File: src/verilog/switch_timeout_pkg.sv
// Constants and carrier types for the switch time-out reporting block
package switch_timeout_pkg;
    // Register byte offsets
    localparam logic [11:0] OFF_TIMEOUT_CONTROL  = 12'h750;
    localparam logic [11:0] OFF_TIMEOUT_STATUS   = 12'h754;
    localparam logic [11:0] OFF_REPORT_CONTROL   = 12'h758;
    localparam logic [11:0] OFF_DISCARD_COUNTS   = 12'h75C;
    localparam logic [11:0] OFF_TIMESTAMP_CTRL   = 12'h760;
    // Field layout
    localparam int QUEUES      = 4;
    localparam int SEL_W       = 2;
    localparam int CNT_W       = 8;
    localparam int INC_LSB     = 0;
    localparam int INC_W       = 22;
    localparam int TERMINAL_COUNT_LSB  = 22;
    localparam int TERMINAL_COUNT_W    = 9;
    localparam int SLICE_LSB   = 24;
    localparam int TS_LOW_W    = 33;
    // Reset values and the counter maximum
    localparam logic [7:0]  CTRL_RESET   = 8'h82;
    localparam logic [21:0] INC_RESET    = 22'h00_0001;
    localparam logic [8:0]  TERMINAL_COUNT_RESET = 9'h1DD;
    localparam logic        ENABLE_RESET = 1'b1;
    localparam logic [7:0]  CNT_MAX      = 8'hFF;
    // Age in epochs after which a queued packet is dropped
    localparam logic [1:0]  AGE_EPOCHS   = 2'h2;
    // Reporting severities
    localparam logic [1:0]  SEV_NONE     = 2'h0;
    localparam logic [1:0]  SEV_COR      = 2'h1;
    localparam logic [1:0]  SEV_NONFATAL = 2'h2;
    localparam logic [1:0]  SEV_FATAL    = 2'h3;
    // Bus responses
    localparam logic [1:0]  RESP_OKAY    = 2'h0;
    localparam logic [1:0]  RESP_SLVERR  = 2'h2;

    // Head of one input-buffer queue: valid and its arrival epoch
    typedef struct packed {
        logic       valid;
        logic [1:0] epoch;
    } head_t;

    // One error message toward the root
    typedef struct packed {
        logic       valid;
        logic [1:0] severity;
        logic [1:0] queue;
    } err_msg_t;
endpackage

File: src/verilog/switch_timeout_report_stats.sv
// Switch time-out discard, reporting, statistics and time-stamp logic
//
// What this block does
// - Selector picks none, correctable, nonfatal, fatal message
// - Report only on status bit zero-to-one edge
// - Posted selector bits 1:0, resets nonfatal
// - Non-posted selector bits 3:2, resets none
// - Completion selector bits 5:4, resets none
// - Insertion selector bits 7:6, resets nonfatal
// - Per-queue 8-bit discard counters count drops
// - Discard counters saturate at all ones
// - Reading counters clears them; counters are sticky
// - Time stamp advances by step each clock below terminal count
// - Larger step shortens time-out; adds round up, plus one wrap clock
// - Slice at or above terminal count bumps epoch
// - Terminal count resets to 0x1DD
// - Packet times out after two epochs
// - Status bit set on drop, write-one clears
// - Dropping only while time-out enable set
//
// The AXI4-Lite interface to the registers was decided locally.
`timescale 1ns/1ps
`default_nettype none

module switch_timeout_report_stats #(
    parameter int ADDR_W = 12
) (
    input  wire logic                          clk,
    input  wire logic                          rst_n,
    input  wire logic                          stickyRst_n,
    input  wire logic                          ce,
    input  wire logic [ADDR_W-1:0]             awaddr,
    input  wire logic                          awvalid,
    output logic                               awready,
    input  wire logic [31:0]                   wdata,
    input  wire logic [3:0]                    wstrb,
    input  wire logic                          wvalid,
    output logic                               wready,
    output logic [1:0]                         bresp,
    output logic                               bvalid,
    input  wire logic                          bready,
    input  wire logic [ADDR_W-1:0]             araddr,
    input  wire logic                          arvalid,
    output logic                               arready,
    output logic [31:0]                        rdata,
    output logic [1:0]                         rresp,
    output logic                               rvalid,
    input  wire logic                          rready,
    input  wire switch_timeout_pkg::head_t [3:0] queueHead,
    output logic [3:0]                         dropHead,
    output logic [1:0]                         epoch,
    output switch_timeout_pkg::err_msg_t       errMsg
);
    logic                    enableReg;
    logic [3:0]              statusReg;
    logic [3:0]              statusNext;
    logic [7:0]              reportCtrlReg;
    logic [3:0][7:0]         cntReg;
    logic [21:0]             incReg;
    logic [8:0]              tcountReg;
    logic [32:0]             lowReg;
    logic [1:0]              epochReg;
    logic [3:0]              dropReg;
    logic [3:0]              pendReg;
    logic [3:0]              pendNext;
    logic [3:0]              served;
    logic [1:0]              servedIdx;
    logic                    wrEn;
    logic                    rdEn;
    logic                    cntClr;
    logic [31:0]             tsWord;
    logic [31:0]             tsMerged;
    logic [31:0]             rdValue;
    logic                    rdHit;
    logic                    wrHit;

    // Two-bit selector of one queue out of the control byte
    function automatic logic [1:0] selOf(input logic [7:0] ctrl,
                                         input logic [1:0] idx);
        selOf = ctrl[idx*2 +: 2];
    endfunction

    // Byte-lane merge of a write into an old register word
    function automatic logic [31:0] merge(input logic [31:0] old,
                                          input logic [31:0] val,
                                          input logic [3:0]  strb);
        merge = old;
        for (int b = 0; b < 4; b++) begin
            if (strb[b]) begin
                merge[b*8 +: 8] = val[b*8 +: 8];
            end
        end
    endfunction

    // Word-aligned address match
    function automatic logic hit(input logic [ADDR_W-1:0] a,
                                 input logic [11:0] off);
        hit = (a[ADDR_W-1:2] == off[ADDR_W-1:2]);
    endfunction

    // Age check in modulo-4 epochs
    function automatic logic isOld(input logic [1:0] now,
                                   input logic [1:0] stamp);
        logic [1:0] age;
        age = now - stamp;
        isOld = (age >= switch_timeout_pkg::AGE_EPOCHS);
    endfunction

    // Handshake edges: the master holds payload until its ready edge
    assign wrEn   = awready && awvalid;
    assign rdEn   = arready && arvalid;
    assign cntClr = rdEn && hit(araddr, switch_timeout_pkg::OFF_DISCARD_COUNTS);
    assign wrHit  = hit(awaddr, switch_timeout_pkg::OFF_TIMEOUT_CONTROL)
                 || hit(awaddr, switch_timeout_pkg::OFF_TIMEOUT_STATUS)
                 || hit(awaddr, switch_timeout_pkg::OFF_REPORT_CONTROL)
                 || hit(awaddr, switch_timeout_pkg::OFF_DISCARD_COUNTS)
                 || hit(awaddr, switch_timeout_pkg::OFF_TIMESTAMP_CTRL);
    assign tsWord   = {1'b0, tcountReg, incReg};
    assign tsMerged = merge(tsWord, wdata, wstrb);

    // Write channel: address and data are taken together on one edge
    always_ff @(posedge clk) begin
        if (!rst_n) begin
            awready <= 1'b0;
            wready  <= 1'b0;
            bvalid  <= 1'b0;
            bresp   <= switch_timeout_pkg::RESP_OKAY;
        end else if (ce) begin
            awready <= 1'b0;
            wready  <= 1'b0;
            if (bvalid && bready) begin
                bvalid <= 1'b0;
            end
            if (!awready && !bvalid && awvalid && wvalid) begin
                awready <= 1'b1;
                wready  <= 1'b1;
            end
            if (wrEn) begin
                bvalid <= 1'b1;
                bresp  <= wrHit ? switch_timeout_pkg::RESP_OKAY
                                : switch_timeout_pkg::RESP_SLVERR;
            end
        end
    end

    // Read data mux; reserved bits read as zero
    always_comb begin
        rdValue = 32'h0000_0000;
        rdHit   = 1'b1;
        if (hit(araddr, switch_timeout_pkg::OFF_TIMEOUT_CONTROL)) begin
            rdValue[0] = enableReg;
        end else if (hit(araddr, switch_timeout_pkg::OFF_TIMEOUT_STATUS)) begin
            rdValue[3:0] = statusReg;
        end else if (hit(araddr, switch_timeout_pkg::OFF_REPORT_CONTROL)) begin
            rdValue[7:0] = reportCtrlReg;
        end else if (hit(araddr, switch_timeout_pkg::OFF_DISCARD_COUNTS)) begin
            rdValue = cntReg;
        end else if (hit(araddr, switch_timeout_pkg::OFF_TIMESTAMP_CTRL)) begin
            rdValue = tsWord;
        end else begin
            rdHit = 1'b0;
        end
    end

    // Read channel; the clear-on-read side effect lands on the ready edge
    always_ff @(posedge clk) begin
        if (!rst_n) begin
            arready <= 1'b0;
            rvalid  <= 1'b0;
            rdata   <= 32'h0000_0000;
            rresp   <= switch_timeout_pkg::RESP_OKAY;
        end else if (ce) begin
            arready <= 1'b0;
            if (rvalid && rready) begin
                rvalid <= 1'b0;
            end
            if (!arready && !rvalid && arvalid) begin
                arready <= 1'b1;
            end
            if (rdEn) begin
                rvalid <= 1'b1;
                rdata  <= rdValue;
                rresp  <= rdHit ? switch_timeout_pkg::RESP_OKAY
                                : switch_timeout_pkg::RESP_SLVERR;
            end
        end
    end

    // Sticky settings survive the ordinary reset, only power-on clears them
    always_ff @(posedge clk) begin
        if (!stickyRst_n) begin
            enableReg     <= switch_timeout_pkg::ENABLE_RESET;
            reportCtrlReg <= switch_timeout_pkg::CTRL_RESET;
            incReg        <= switch_timeout_pkg::INC_RESET;
            tcountReg     <= switch_timeout_pkg::TERMINAL_COUNT_RESET;
        end else if (ce && wrEn) begin
            if (hit(awaddr, switch_timeout_pkg::OFF_TIMEOUT_CONTROL)
                && wstrb[0]) begin
                enableReg <= wdata[0];
            end
            if (hit(awaddr, switch_timeout_pkg::OFF_REPORT_CONTROL)
                && wstrb[0]) begin
                reportCtrlReg <= wdata[7:0];
            end
            if (hit(awaddr, switch_timeout_pkg::OFF_TIMESTAMP_CTRL)) begin
                incReg    <= tsMerged[21:0];
                tcountReg <= tsMerged[30:22];
            end
        end
    end

    // Status: a drop in the clearing cycle still sets the bit
    always_comb begin
        statusNext = statusReg;
        if (wrEn && wstrb[0]
            && hit(awaddr, switch_timeout_pkg::OFF_TIMEOUT_STATUS)) begin
            statusNext = statusReg & ~wdata[3:0];
        end
        statusNext = statusNext | dropReg;
    end

    always_ff @(posedge clk) begin
        if (!rst_n) begin
            statusReg <= 4'h0;
        end else if (ce) begin
            statusReg <= statusNext;
        end
    end

    // Pending reports: set on a rising status bit, served lowest first
    always_comb begin
        served    = pendReg & (~pendReg + 4'h1);
        servedIdx = 2'h0;
        for (int q = 3; q >= 0; q--) begin
            if (served[q]) begin
                servedIdx = q[1:0];
            end
        end
        pendNext = pendReg & ~served;
        for (int q = 0; q < 4; q++) begin
            if (statusNext[q] && !statusReg[q]
                && selOf(reportCtrlReg, q[1:0]) != switch_timeout_pkg::SEV_NONE) begin
                pendNext[q] = 1'b1;
            end
        end
    end

    // One message per cycle; severity taken from the live selector
    always_ff @(posedge clk) begin
        if (!rst_n) begin
            pendReg <= 4'h0;
            errMsg  <= '0;
        end else if (ce) begin
            pendReg         <= pendNext;
            // A selector cleared while pending suppresses the message
            errMsg.valid    <= |pendReg && selOf(reportCtrlReg, servedIdx)
                               != switch_timeout_pkg::SEV_NONE;
            errMsg.queue    <= servedIdx;
            errMsg.severity <= selOf(reportCtrlReg, servedIdx);
        end
    end

    // Drop request: at most every other cycle so the queue can pop
    always_ff @(posedge clk) begin
        if (!rst_n) begin
            dropReg <= 4'h0;
        end else if (ce) begin
            for (int q = 0; q < 4; q++) begin
                dropReg[q] <= enableReg && queueHead[q].valid
                           && isOld(epochReg, queueHead[q].epoch)
                           && !dropReg[q];
            end
        end
    end

    // Saturating clear-on-read counters, sticky over ordinary reset
    always_ff @(posedge clk) begin
        if (!stickyRst_n) begin
            cntReg <= '0;
        end else if (ce) begin
            for (int q = 0; q < 4; q++) begin
                if (cntClr) begin
                    cntReg[q] <= dropReg[q] ? 8'h01 : 8'h00;
                end else if (dropReg[q]
                             && cntReg[q] != switch_timeout_pkg::CNT_MAX) begin
                    cntReg[q] <= cntReg[q] + 8'h01;
                end
            end
        end
    end

    // Time stamp; a larger step reaches the terminal count sooner
    always_ff @(posedge clk) begin
        if (!rst_n) begin
            lowReg   <= '0;
            epochReg <= 2'h0;
        end else if (ce) begin
            if (lowReg[32:24] >= tcountReg) begin
                lowReg   <= '0;
                epochReg <= epochReg + 2'h1;
            end else begin
                lowReg <= lowReg + {11'h000, incReg};
            end
        end
    end

    assign dropHead = dropReg;
    assign epoch    = epochReg;
endmodule

`default_nettype wire

File: config.mk
export PLATFORM = sky130hd
export DESIGN_NAME = switch_timeout_report_stats
export DESIGN_NICKNAME = d
export VERILOG_FILES = /design/src/verilog/switch_timeout_pkg.sv /design/src/verilog/switch_timeout_report_stats.sv
export SDC_FILE = /design/constraint.sdc
export NUM_CORES = 1
export LEC_CHECK = 0
export CAP_MARGIN = 20
export CORE_ASPECT_RATIO = 1.2
export CORE_MARGIN = 2
export CORE_UTILIZATION = 60
export CTS_CLUSTER_DIAMETER = 120
export CTS_CLUSTER_SIZE = 28
export DETAILED_ROUTE_END_ITERATION = 7
export DONT_BUFFER_PORTS = 1
export PLACE_DENSITY = 0.76
export SKIP_CTS_REPAIR_TIMING = 1
export SLEW_MARGIN = 20
export SYNTH_ARGS = -nofsm -noshare
export SYNTH_HDL_FRONTEND = slang
export SYNTH_SLANG_ARGS = --single-unit
File: constraint.sdc
create_clock -name clk -period 5.41 [get_ports clk]
set_clock_uncertainty 0.1 [all_clocks]
set_input_delay 1.082 -clock clk [delete_from_list [all_inputs] [get_ports clk]]
set_output_delay 1.082 -clock clk [all_outputs]
set_load 0.02 [all_outputs]
==> Yosys cells after proc, flatten, opt, wreduce, memory -nomap -nowiden <==
Cells that the tools add are included.
{ "word_totals": {"output_inout_bits": 52, "ff_bits": 164, "wordCells": 190, "in_bits": 81} }
{ "classes": {"shift": 1, "eq_ne": 14, "n_lt_le_gt_ge": 5, "reduce_logical": 83, "mux": 43, "n_bitwise": 7, "add_sub_neg": 11} }
{ "ops": {"columns": ["cell", "count"], "rows": [
  ["== test 10 x 9 -> 1 bit (second input constant)", 10],
  ["two-way mux 8 bit", 9],
  ["two-way mux 31 bit", 2],
  ["logical AND 1 bit", 40],
  ["adder 33 x 22 -> 33 bit", 1],
  ["two-way mux 33 bit", 1],
  ["adder 8 x 1 -> 8 bit (second input constant)", 4],
  ["two-way mux 32 bit", 1],
  ["inequality test 8 bit (second input constant)", 4],
  ["two-way mux 28 bit", 1],
  ["two-way mux 24 bit", 1],
  ["AND reduction 2 bit", 11],
  ["nonzero test 2 bit", 11],
  ["two-way mux 1 bit", 20],
  ["bitwise AND 4 bit", 3],
  ["zero test 1 bit", 12],
  ["two-way mux 2 bit", 6],
  ["NOT 4 bit", 3],
  ["AND reduction 3 bit", 4],
  [">= comparator 9 bit", 1],
  [">= comparator 2 bit (second input constant)", 4],
  ["two-way mux 4 bit", 2],
  ["indexed part select 8 x 4 -> 2 bit", 1],
  ["subtractor 2 bit", 4],
  ["other kinds (5)", 8]
]} }

==> Longest topological paths before layout <==
Gate-level depths: netlist of run 1.
{ "depth": {"word_depth": 10, "mapped_depth": 11, "ltp_nobuf": 10} }

==> Least setup slack after synthesis of run 1 <==
No wires, ideal clock.
{ "synth_timing": {"path_type": "input port to flip-flop", "startpoint": "input port araddr[7]", "endpoint": "register rdata[0]", "cell_stages": 7, "path_slack_ns": 2.737, "setup_ns": 0.115, "arrival_ns": 2.458, "required_ns": 5.195, "path_cell_list": "nand2b_1 or2_1 buf_4 or4_1 a21oi_1 o31ai_1 and2_1"} }
{ "synth_between": {"elab_chain_len": 6, "word_cells_on_any_way": 10, "classes_between": "eq/ne: 5; mux: 5"} }
{ "synth_lines": {"columns": ["element", "line", "text"], "rows": [
  ["from (decl)", "switch_timeout_report_stats.sv:42", "input wire logic [ADDR_W-1:0] araddr,"],
  ["== test 10 x 9 -> 1 bit", "switch_timeout_report_stats.sv:98", "hit = (a[ADDR_W-1:2] == off[ADDR_W-1:2]);"],
  ["two-way mux 31 bit", "switch_timeout_report_stats.sv:158", "end else if (hit(araddr, switch_timeout_pkg::OFF_TIMESTAMP_CTRL)) begin"],
  ["two-way mux 32 bit", "switch_timeout_report_stats.sv:156", "end else if (hit(araddr, switch_timeout_pkg::OFF_DISCARD_COUNTS)) begin"],
  ["two-way mux 8 bit", "switch_timeout_report_stats.sv:154", "end else if (hit(araddr, switch_timeout_pkg::OFF_REPORT_CONTROL)) begin"],
  ["two-way mux 4 bit", "switch_timeout_report_stats.sv:152", "end else if (hit(araddr, switch_timeout_pkg::OFF_TIMEOUT_STATUS)) begin"],
  ["two-way mux 1 bit *", "switch_timeout_report_stats.sv:150", "if (hit(araddr, switch_timeout_pkg::OFF_TIMEOUT_CONTROL)) begin"],
  ["to (signal assigned)", "switch_timeout_report_stats.sv:182", "rdata <= rdValue;"],
  ["to (decl)", "switch_timeout_report_stats.sv:45", "output logic [31:0] rdata,"]
]} }
Mark *: on every way between the ends. The rest lies on a longest branch, timed or not.
A chain may end at the register's enable or synchronous reset.

==> Worst setup path in the final report of run 1 <==
{ "layout_timing": {"startpoint": "input port araddr[5]", "endpoint": "register cntReg[14] (netlist bit)"} }
{ "layout_between": {"elab_chain_len": 4, "word_cells_on_any_way": 5, "classes_between": "eq/ne: 1; mux: 1; reduce/logical: 3"} }
{ "layout_lines": {"columns": ["element", "line", "text"], "rows": [
  ["== test 10 x 9 -> 1 bit *", "switch_timeout_report_stats.sv:98", null],
  ["logical AND 1 bit *", "switch_timeout_report_stats.sv:112", "assign cntClr = rdEn && hit(araddr, switch_timeout_pkg::OFF_DISCARD_COUNTS);"],
  ["nonzero test 2 bit (no source line)", null, null],
  ["AND reduction 2 bit (no source line)", null, null],
  ["to (signal, indexed assignment)", "switch_timeout_report_stats.sv:283", "cntReg[q] <= dropReg[q] ? 8'h01 : 8'h00;"],
  ["to (signal, indexed assignment)", "switch_timeout_report_stats.sv:286", "cntReg[q] <= cntReg[q] + 8'h01;"],
  ["to (decl)", "switch_timeout_report_stats.sv:58", "logic [3:0][7:0] cntReg;"]
]} }
Marks and branches as above.

==> results.md, run 1 <==
### Route
- 5 — drt pass-1 iters
- 22.0 mm — total routed wirelength
- 7,315 — via total after detailed routing
- 6.24 — mean number of vias per cell
- 18.8 µm — wire per inst
- 0 — drc violations
- 495 — Initial DRC Count
- 0 — count of antenna-violating nets left after detailed routing

### Clock tree
- clkbuf_16 — Clk Tree Root Cell
- 70 ps — clock transition at the registers of the reported paths
- 430 ps — worst-skew pair later-pin latency
- 2 — maximum clock insertion buffer count
- 162 — Clock Sinks
- yes — TritonCTS clock tree
- 17 — number of buffers created by CTS
- 4 — htree depth

### Yosys
- 0.222 — basic-gate share of the synthesized area counting and, or, nand and nor cells
- 0 — number of enable flip-flop cells after synthesis
- 1,011 — number of cells produced by synthesis
- 0.376 — sequential-to-total area share from yosys stat
- 81 — library cells used by synthesis
- dfxtp_1, nor2_1, nand2_1, a21oi_1, o21ai_0 — cell types with the highest counts after synthesis
- 0 — number of warnings printed during yosys synthesis
- 8620 µm² — cell area after synthesis
- 0.212 — area fraction in compound gates after synthesis
- 0.376 — share of the synthesized area in the top cell type
- simple AND/OR/NAND/NOR gates — largest family of logic cells by synthesized area
- dfxtp_1 — predominant post-synthesis flop cell
- 0.0514 — fraction of synthesized area in multiplexers
- dfxtp_1, ha_1, mux2i_1 — ranking of synthesized cells by area
- dfxtp_1 — most instantiated library cell after synthesis
- 0.0589 — share of synthesized cell area in full adder, half adder and majority cells
- 0.0396 — xor/xnor cell area share of the yosys netlist
- 8.53 µm² — Post-Syn Area per Cell
- dfxtp_1 — cell accounting for the most synthesized area
- 162 — flip-flop and latch count after synthesis
- 0 — async set-or-reset flop fraction in the synthesized netlist

### Timing
- 0 ps — Total Negative Setup Slacks
- 929 ps — Worst Tran Pin Value
- 3150 ps — final critical-path required period
- 0 — Pins Over Slew Limit
- 0 — number of setup violations in the final report
- 2260 ps — post-layout worst setup margin
- 0.581 — final worst-path cycle share
- 0.381 — worst slew margin relative to its limit
- 0 — number of hold-slack violations in the final timing report
- no — setup repair after global routing missed its margin
- 318 MHz — maximum achievable frequency

### Final layout
- 3240 µm² — Register Area
- 1,105 — nets@finish
- 5050 µm² — area used by multi-input combinational logic
- 0 — ant diodes
- 1,172 — number of standard cells in the final layout excluding fillers
- 7.86% — Area Overhead vs Synth
- 9300 µm² — final std cell area, no fill
- 0.0612 — fraction of final layout cells with drive strength greater than 1
- 1,219 — filler cell count in the final layout

### Setup path
- 8 — number of gates on the worst path with buffers counted
- 5610 ps — endpoint required time on the critical path
- lowReg[13]$_SDFFE_PN0P_ — reg2reg end
- 1 — count of buffering cells on the critical path with inverters included
- araddr[5] — launch point of the worst path
- 670 ps — Crit path largest cell delay
- flip-flop — kind of end point of the critical path
- cntReg[14]$_SDFFE_PN0P_ — Setup crit end
- simple AND/OR/NAND/NOR gates — family with the most delay on the worst path
- nor4_4 — cell with the largest stage delay on the worst path
- 22 — largest fanout of any net on the critical path
- primary input — Worst setup SP type
- nand2b_2 > nor4_4 > buf_4 > and2_2 > nor2_1 > or3_1 > xor2_1 > nor2_1 — CP Cell Sequence
- 8 — Register-to-Register Path Depth
- 3350 ps — data arrival time at the worst-slack endpoint
- nor2_1 — most common cell type on the critical path
- tcountReg[6]$_SDFFE_PN1P_ — launch point of the worst reg-to-reg path
- 2390 ps — flop2flop setup slack
- in -> reg — worst setup path category

### Pwr
- 0.191 mV — maximum ir drop on the vdd rail
- 282 nW/µm² — power per cell area
- 3.83 nW — leakage power total

### GRT
- 0.291 — aggregate global-route resource usage
- 0 — overflow left after global routing
- 61 — maximum number of pins on one net before global-route repair
- 35.4 mm — first-pass GRT wire length
- 0 — initial antenna violation count
- 7,046 — vias in the first global route

### Placed design
- 1,139 — number of placed instances with taps included
- 1840 ps — worst setup slack after placement
- 8630 µm² — Placement Cell Area
- 0 — Port Buf Inserts
- 15.6 mm — HPWL after detailed placement
- 0.880 — Routability Congestion

### Floorplanning
- 15,400 µm² — full die area
- 0.606 — starting density of the core
- 133 — total I/O pin count
- 14,200 µm² — core area
- 135 µm — Die Y-Extent
- 113 µm — die outline width
- 48 — row cnt

### Hold path
- 2 — depth of the worst hold-timing path
- reg -> reg — class of the worst hold path

### Run status
- finished clean — outcome

### Job
- 0 — max capacitance violation total

-- sequential cells by signal, indices dropped and copies added, names as in the netlist --
| name | flops |
|---|---|
| bvalid | 1 |
| lowReg | 33 |
| reportCtrlReg | 8 |
| rresp | 1 |
| statusReg | 4 |
| arready | 1 |
| enableReg | 1 |
| cntReg | 32 |
| bresp | 1 |
| rdata | 32 |
| errMsg | 5 |
| epoch | 2 |
| dropHead | 4 |
| rvalid | 1 |
| incReg | 22 |
| wready | 1 |
| pendReg | 4 |
| tcountReg | 9 |
-- per-stage QoR --
stage	total power, mW	hold WS, ps	utilization
3_5_place_dp	1.32	362	0.606
5_1_grt	2.69	399	0.653
4_1_cts	2.64	371	0.652
2_1_floorplan	1.31	345	-
6_report	2.62	368	0.653
3_3_place_gp	1.32	354	0.606
-- kinds of logic after synthesis --
family / after synthesis
AO/OA/AOI/OAI: 275
XOR/XNOR: 39
adder cells (fa/ha/maj): 40
buffers and inverters: 75
flip-flops: 162
multiplexers: 43
other: 1
AND/OR/NAND/NOR: 376
-- metal layers --
| layer | part of all wire | vias up | GRT usage |
|---|---|---|---|
| met2 | 0.49 | 209 | 0.499 |
| met1 | 0.42 | 3483 | 0.347 |
| met5 | 0 | - | 0 |
| met4 | 0.032 | 0 | 0.119 |
| met3 | 0.062 | 50 | 0.0779 |
| li1 | - | 3573 | - |
-- cells in the final DEF, fill, tap and decap left out, types with 4 or more instances in the layout --
master	Yosys	routed
nor3b_1	4	4
inv_1	22	21
a211oi_1	7	7
a21o_1	12	12
and3_1	21	21
nand3b_1	6	6
nand2b_1	10	10
inv_6	0	4
mux2i_1	42	42
nand4b_1	4	4
xor2_1	15	15
clkinvlp_4	0	4
or3_1	15	15
clkbuf_16	0	17
nor3_1	11	11
nand4_1	11	11
o2bb2ai_1	4	4
a21oi_1	67	66
a22oi_1	24	24
nand3_1	33	33
nor2b_1	19	19
ha_1	39	39
o21a_1	8	8
a31oi_1	10	10
bufinv_16	0	5
a21boi_0	27	27
xnor2_1	24	24
o211a_1	4	4
nor2_1	101	101
o21ai_0	66	66
nand2_1	93	93
a32oi_1	5	5
and2_1	25	25
dfxtp_1	162	162
a21oi_2	3	4
a311oi_1	4	4
a22o_1	7	7
buf_4	4	4
-- report_power, final --
group / internal [mW] / total, mW / switching (mW)
Clock: 0.824 / 1.33 / 0.509
Sequential: 1.20 / 1.22 / 0.0164
Combinational: 0.0293 / 0.0737 / 0.0444
-- worst min path at each step --
stage          slack [ps]              startpoint                     end
6_report              370  lowReg[0]$_SDFFE_PN0P_  lowReg[0]$_SDFFE_PN0P_
5_1_grt               400  lowReg[7]$_SDFFE_PN0P_  lowReg[7]$_SDFFE_PN0P_
4_1_cts               370  lowReg[0]$_SDFFE_PN0P_  lowReg[0]$_SDFFE_PN0P_
3_5_place_dp          360  lowReg[0]$_SDFFE_PN0P_  lowReg[0]$_SDFFE_PN0P_
3_3_place_gp          350  lowReg[0]$_SDFFE_PN0P_  lowReg[0]$_SDFFE_PN0P_
2_1_floorplan         340  lowReg[0]$_SDFFE_PN0P_  lowReg[0]$_SDFFE_PN0P_
-- worst register-to-register path: cells and delay by family (launching register included) --
| kind | cells | cell delay, ps |
|---|---|---|
| buffers and inverters | 1 | 60 |
| and+or+nand+nor | 2 | 730 |
| AOI/OAI and AO/OA | 4 | 1400 |
| adders and majority gates | 1 | 300 |
| DFF | 1 | 370 |
-- cell type report --
class	count	share of cell area
clock buffer	17	0.0457
clock inverter	15	0.0246
inverter	23	0.00928
multi-input combinational	775	0.543
sequential	162	0.349
tap	175	0.0235
timing repair buffer	5	0.00484
Power figures use the tool's default switching activity.
==> inputs of run 2 (changes only) <==
--- a/config.mk
+++ b/config.mk
@@ -5,10 +5,11 @@
 export SDC_FILE = /design/constraint.sdc
 export NUM_CORES = 1
 export LEC_CHECK = 0
+export ABC_AREA = 1
 export CAP_MARGIN = 20
 export CORE_ASPECT_RATIO = 1.2
 export CORE_MARGIN = 2
-export CORE_UTILIZATION = 60
+export CORE_UTILIZATION = 58
 export CTS_CLUSTER_DIAMETER = 120
 export CTS_CLUSTER_SIZE = 28
 export DETAILED_ROUTE_END_ITERATION = 7
==> constraint.sdc (replaced) <==
create_clock -name clk -period 2.8 [get_ports clk]
set_clock_uncertainty 0.1 [all_clocks]
set_input_delay 0.56 -clock clk [delete_from_list [all_inputs] [get_ports clk]]
set_output_delay 0.56 -clock clk [all_outputs]
set_load 0.02 [all_outputs]
==> results.md, run 2 <==
### GRT
- 0.369 — met1 usage in global routing
- 0.560 — met2 routing resource usage after global routing
- 8,660 — vias in the first global route
- 43.4 mm — first-pass GRT wire length
- 45 — maximum number of pins on one net before global-route repair
- met2 — most heavily used metal layer in global routing
- 0.0659 — Global Route met3 Usage
- 0 — initial antenna violation count
- 0 — overflow left after global routing
- 0.322 — aggregate global-route resource usage

### Pwr
- 478 nW/µm² — power per cell area
- 4.44 nW — leakage power total
- 0.440 mV — maximum ir drop on the vdd rail

### Setup path
- flip-flop — kind of end point of the critical path
- 2630 ps — data arrival time at the worst-slack endpoint
- reg -> reg — worst setup path category
- 11 — Register-to-Register Path Depth
- 3040 ps — endpoint required time on the critical path
- 5 — largest fanout of any net on the critical path
- flip-flop — Worst setup SP type

### Final layout
- nand2_1, inv_1, dfxtp_1 — most used cells in the layout excluding fill and tap cells
- 1,550 — nets@finish
- 33 — flip-flop count of the largest register, all copies and words added
- 10,200 µm² — final std cell area, no fill
- lowReg: 33 flops, cntReg: 32 flops, rdata: 32 flops — registers with the most flip-flops
- 0.0562 — fraction of final layout cells with drive strength greater than 1
- 0 — ant diodes
- 1,653 — number of standard cells in the final layout excluding fillers
- nand2_1 — commonest non-fill, non-tap cell in the layout
- 7.78% — Area Overhead vs Synth
- lowReg — register with the most flip-flops

### Clock tree
- yes — TritonCTS clock tree
- 2 — maximum clock insertion buffer count
- 162 — Clock Sinks
- 70 ps — clock transition at the registers of the reported paths
- 4 — htree depth
- 17 — number of buffers created by CTS
- 440 ps — worst-skew pair later-pin latency
- clkbuf_16 — Clk Tree Root Cell

### Yosys
- dfxtp_1 — predominant post-synthesis flop cell
- 45 — library cells used by synthesis
- 0 — number of enable flip-flop cells after synthesis
- 9470 µm² — cell area after synthesis
- 162 — flip-flop and latch count after synthesis
- nand2_1 — most instantiated library cell after synthesis
- nand2_1, inv_1, dfxtp_1, a21oi_1, nor2_1 — cell types with the highest counts after synthesis
- 0.342 — share of the synthesized area in the top cell type
- 0 — async set-or-reset flop fraction in the synthesized netlist
- dfxtp_1 — cell accounting for the most synthesized area
- dfxtp_1, nand2_1, a21oi_1 — ranking of synthesized cells by area
- 6.57 µm² — Post-Syn Area per Cell
- 1,442 — number of cells produced by synthesis
- 0 — number of warnings printed during yosys synthesis
- 0.342 — sequential-to-total area share from yosys stat

### Placed design
- 9630 µm² — Placement Cell Area
- 20.8 mm — HPWL after detailed placement
- 1,622 — number of placed instances with taps included
- 1.03 — Routability Congestion
- 0 — Port Buf Inserts

### Timing
- 0 — Pins Over Slew Limit
- no — setup repair after global routing missed its margin
- 0 — number of hold-slack violations in the final timing report
- 0 ps — Total Negative Setup Slacks
- 419 MHz — maximum achievable frequency
- 0 — number of setup violations in the final report
- 0.581 — worst slew margin relative to its limit
- 627 ps — Worst Tran Pin Value
- 2390 ps — final critical-path required period
- 0.853 — final worst-path cycle share

### Route
- 5.64 — mean number of vias per cell
- 7 — drt pass-1 iters
- 16.8 µm — wire per inst
- 0 — drc violations
- 9,322 — via total after detailed routing
- 27.8 mm — total routed wirelength
- 761 — Initial DRC Count
- 0 — count of antenna-violating nets left after detailed routing

### Hold path
- 1 — depth of the worst hold-timing path
- in -> reg — class of the worst hold path

### Floorplanning
- 51 — row cnt
- 144 µm — Die Y-Extent
- 121 µm — die outline width
- 0.589 — starting density of the core
- 133 — total I/O pin count
- 16,100 µm² — core area
- 17,400 µm² — full die area

### Job
- 0 — max capacitance violation total

### Run status
- finished clean — outcome

## run 2: cell count changes after synthesis, sizes merged, moves of 27 or more
| cell | previous run | this run |
|---|---|---|
| nand2 | 93 | 422 |
| nor2 | 102 | 143 |
| a21oi | 70 | 138 |
| and2 | 27 | 0 |
| mux2i | 42 | 0 |
| nand3 | 34 | 89 |
| inv | 22 | 189 |
## run 2: cell type report
cell class,instances,area (µm²)
fillers,1517,5870
multi-input cells,1044,5280
flip-flops and latches,162,3240
inverters,190,713
clock buffers,20,447
well taps,212,265
clock inverters,11,130
repair buffers,14,130
## run 2: stage by stage
stage                     setup WS, ps  power (mW)   util  hold WS (ps)
final                              412        4.88  0.635           121
after global routing               233        5.00  0.635           117
after CTS                          445        4.88  0.635           115
after detailed placement           476        2.60  0.599           358
after global placement             500        2.60  0.599           350
after floorplan                    823        2.56      -           339
## run 2: logic make-up (layout without fill, tap and decap cells)
group / after synthesis / in the layout / synth area share
other: 1 / 2 / 0.000396
AND/OR/NAND/NOR: 719 / 719 / 0.326
flip-flops: 162 / 162 / 0.342
buffers and inverters: 237 / 235 / 0.101
adder cells (fa/ha/maj): 40 / 40 / 0.0536
XOR/XNOR: 30 / 30 / 0.0277
AO/OA/AOI/OAI: 253 / 253 / 0.149
## run 2: routing by layer
| layer | share of wire | routed length (µm) | vias to the layer above |
|---|---|---|---|
| met3 | 0.062 | 1720 | 87 |
| met1 | 0.40 | 11100 | 4221 |
| met5 | 0 | 0 | - |
| li1 | - | - | 4655 |
| met4 | 0.050 | 1400 | 0 |
| met2 | 0.49 | 13500 | 359 |
## run 2: final timing paths
| kind | from | slack, ps | endpoint |
|---|---|---|---|
| worst max register to register | incReg[0]$_SDFFE_PN1P_ | 410 | lowReg[32]$_SDFFE_PN0P_ |
| worst min-delay path | ce | 120 | errMsg[1]$_SDFFE_PN0P_ |
| worst min register to register | cntReg[23]$_SDFFE_PN0P_ | 370 | cntReg[23]$_SDFFE_PN0P_ |
| worst max-delay path | incReg[0]$_SDFFE_PN1P_ | 410 | lowReg[32]$_SDFFE_PN0P_ |
## run 2: where the power goes
part / internal [mW] / switching [mW]
logic: 0.0591 / 0.144
clock network: 1.34 / 0.986
registers: 2.32 / 0.0294
## run 2: worst max-delay path, stage by stage, from the launching register on
cell and delay (ps):
dfxtp_1 390, ha_1 220, inv_1 60, fa_1 450
o21ai_2 270, nand2_1 80, nand2_1 200, nand2_1 80
nand3_1 190, nand2_1 110, nor2_1 90, nor2_1 50
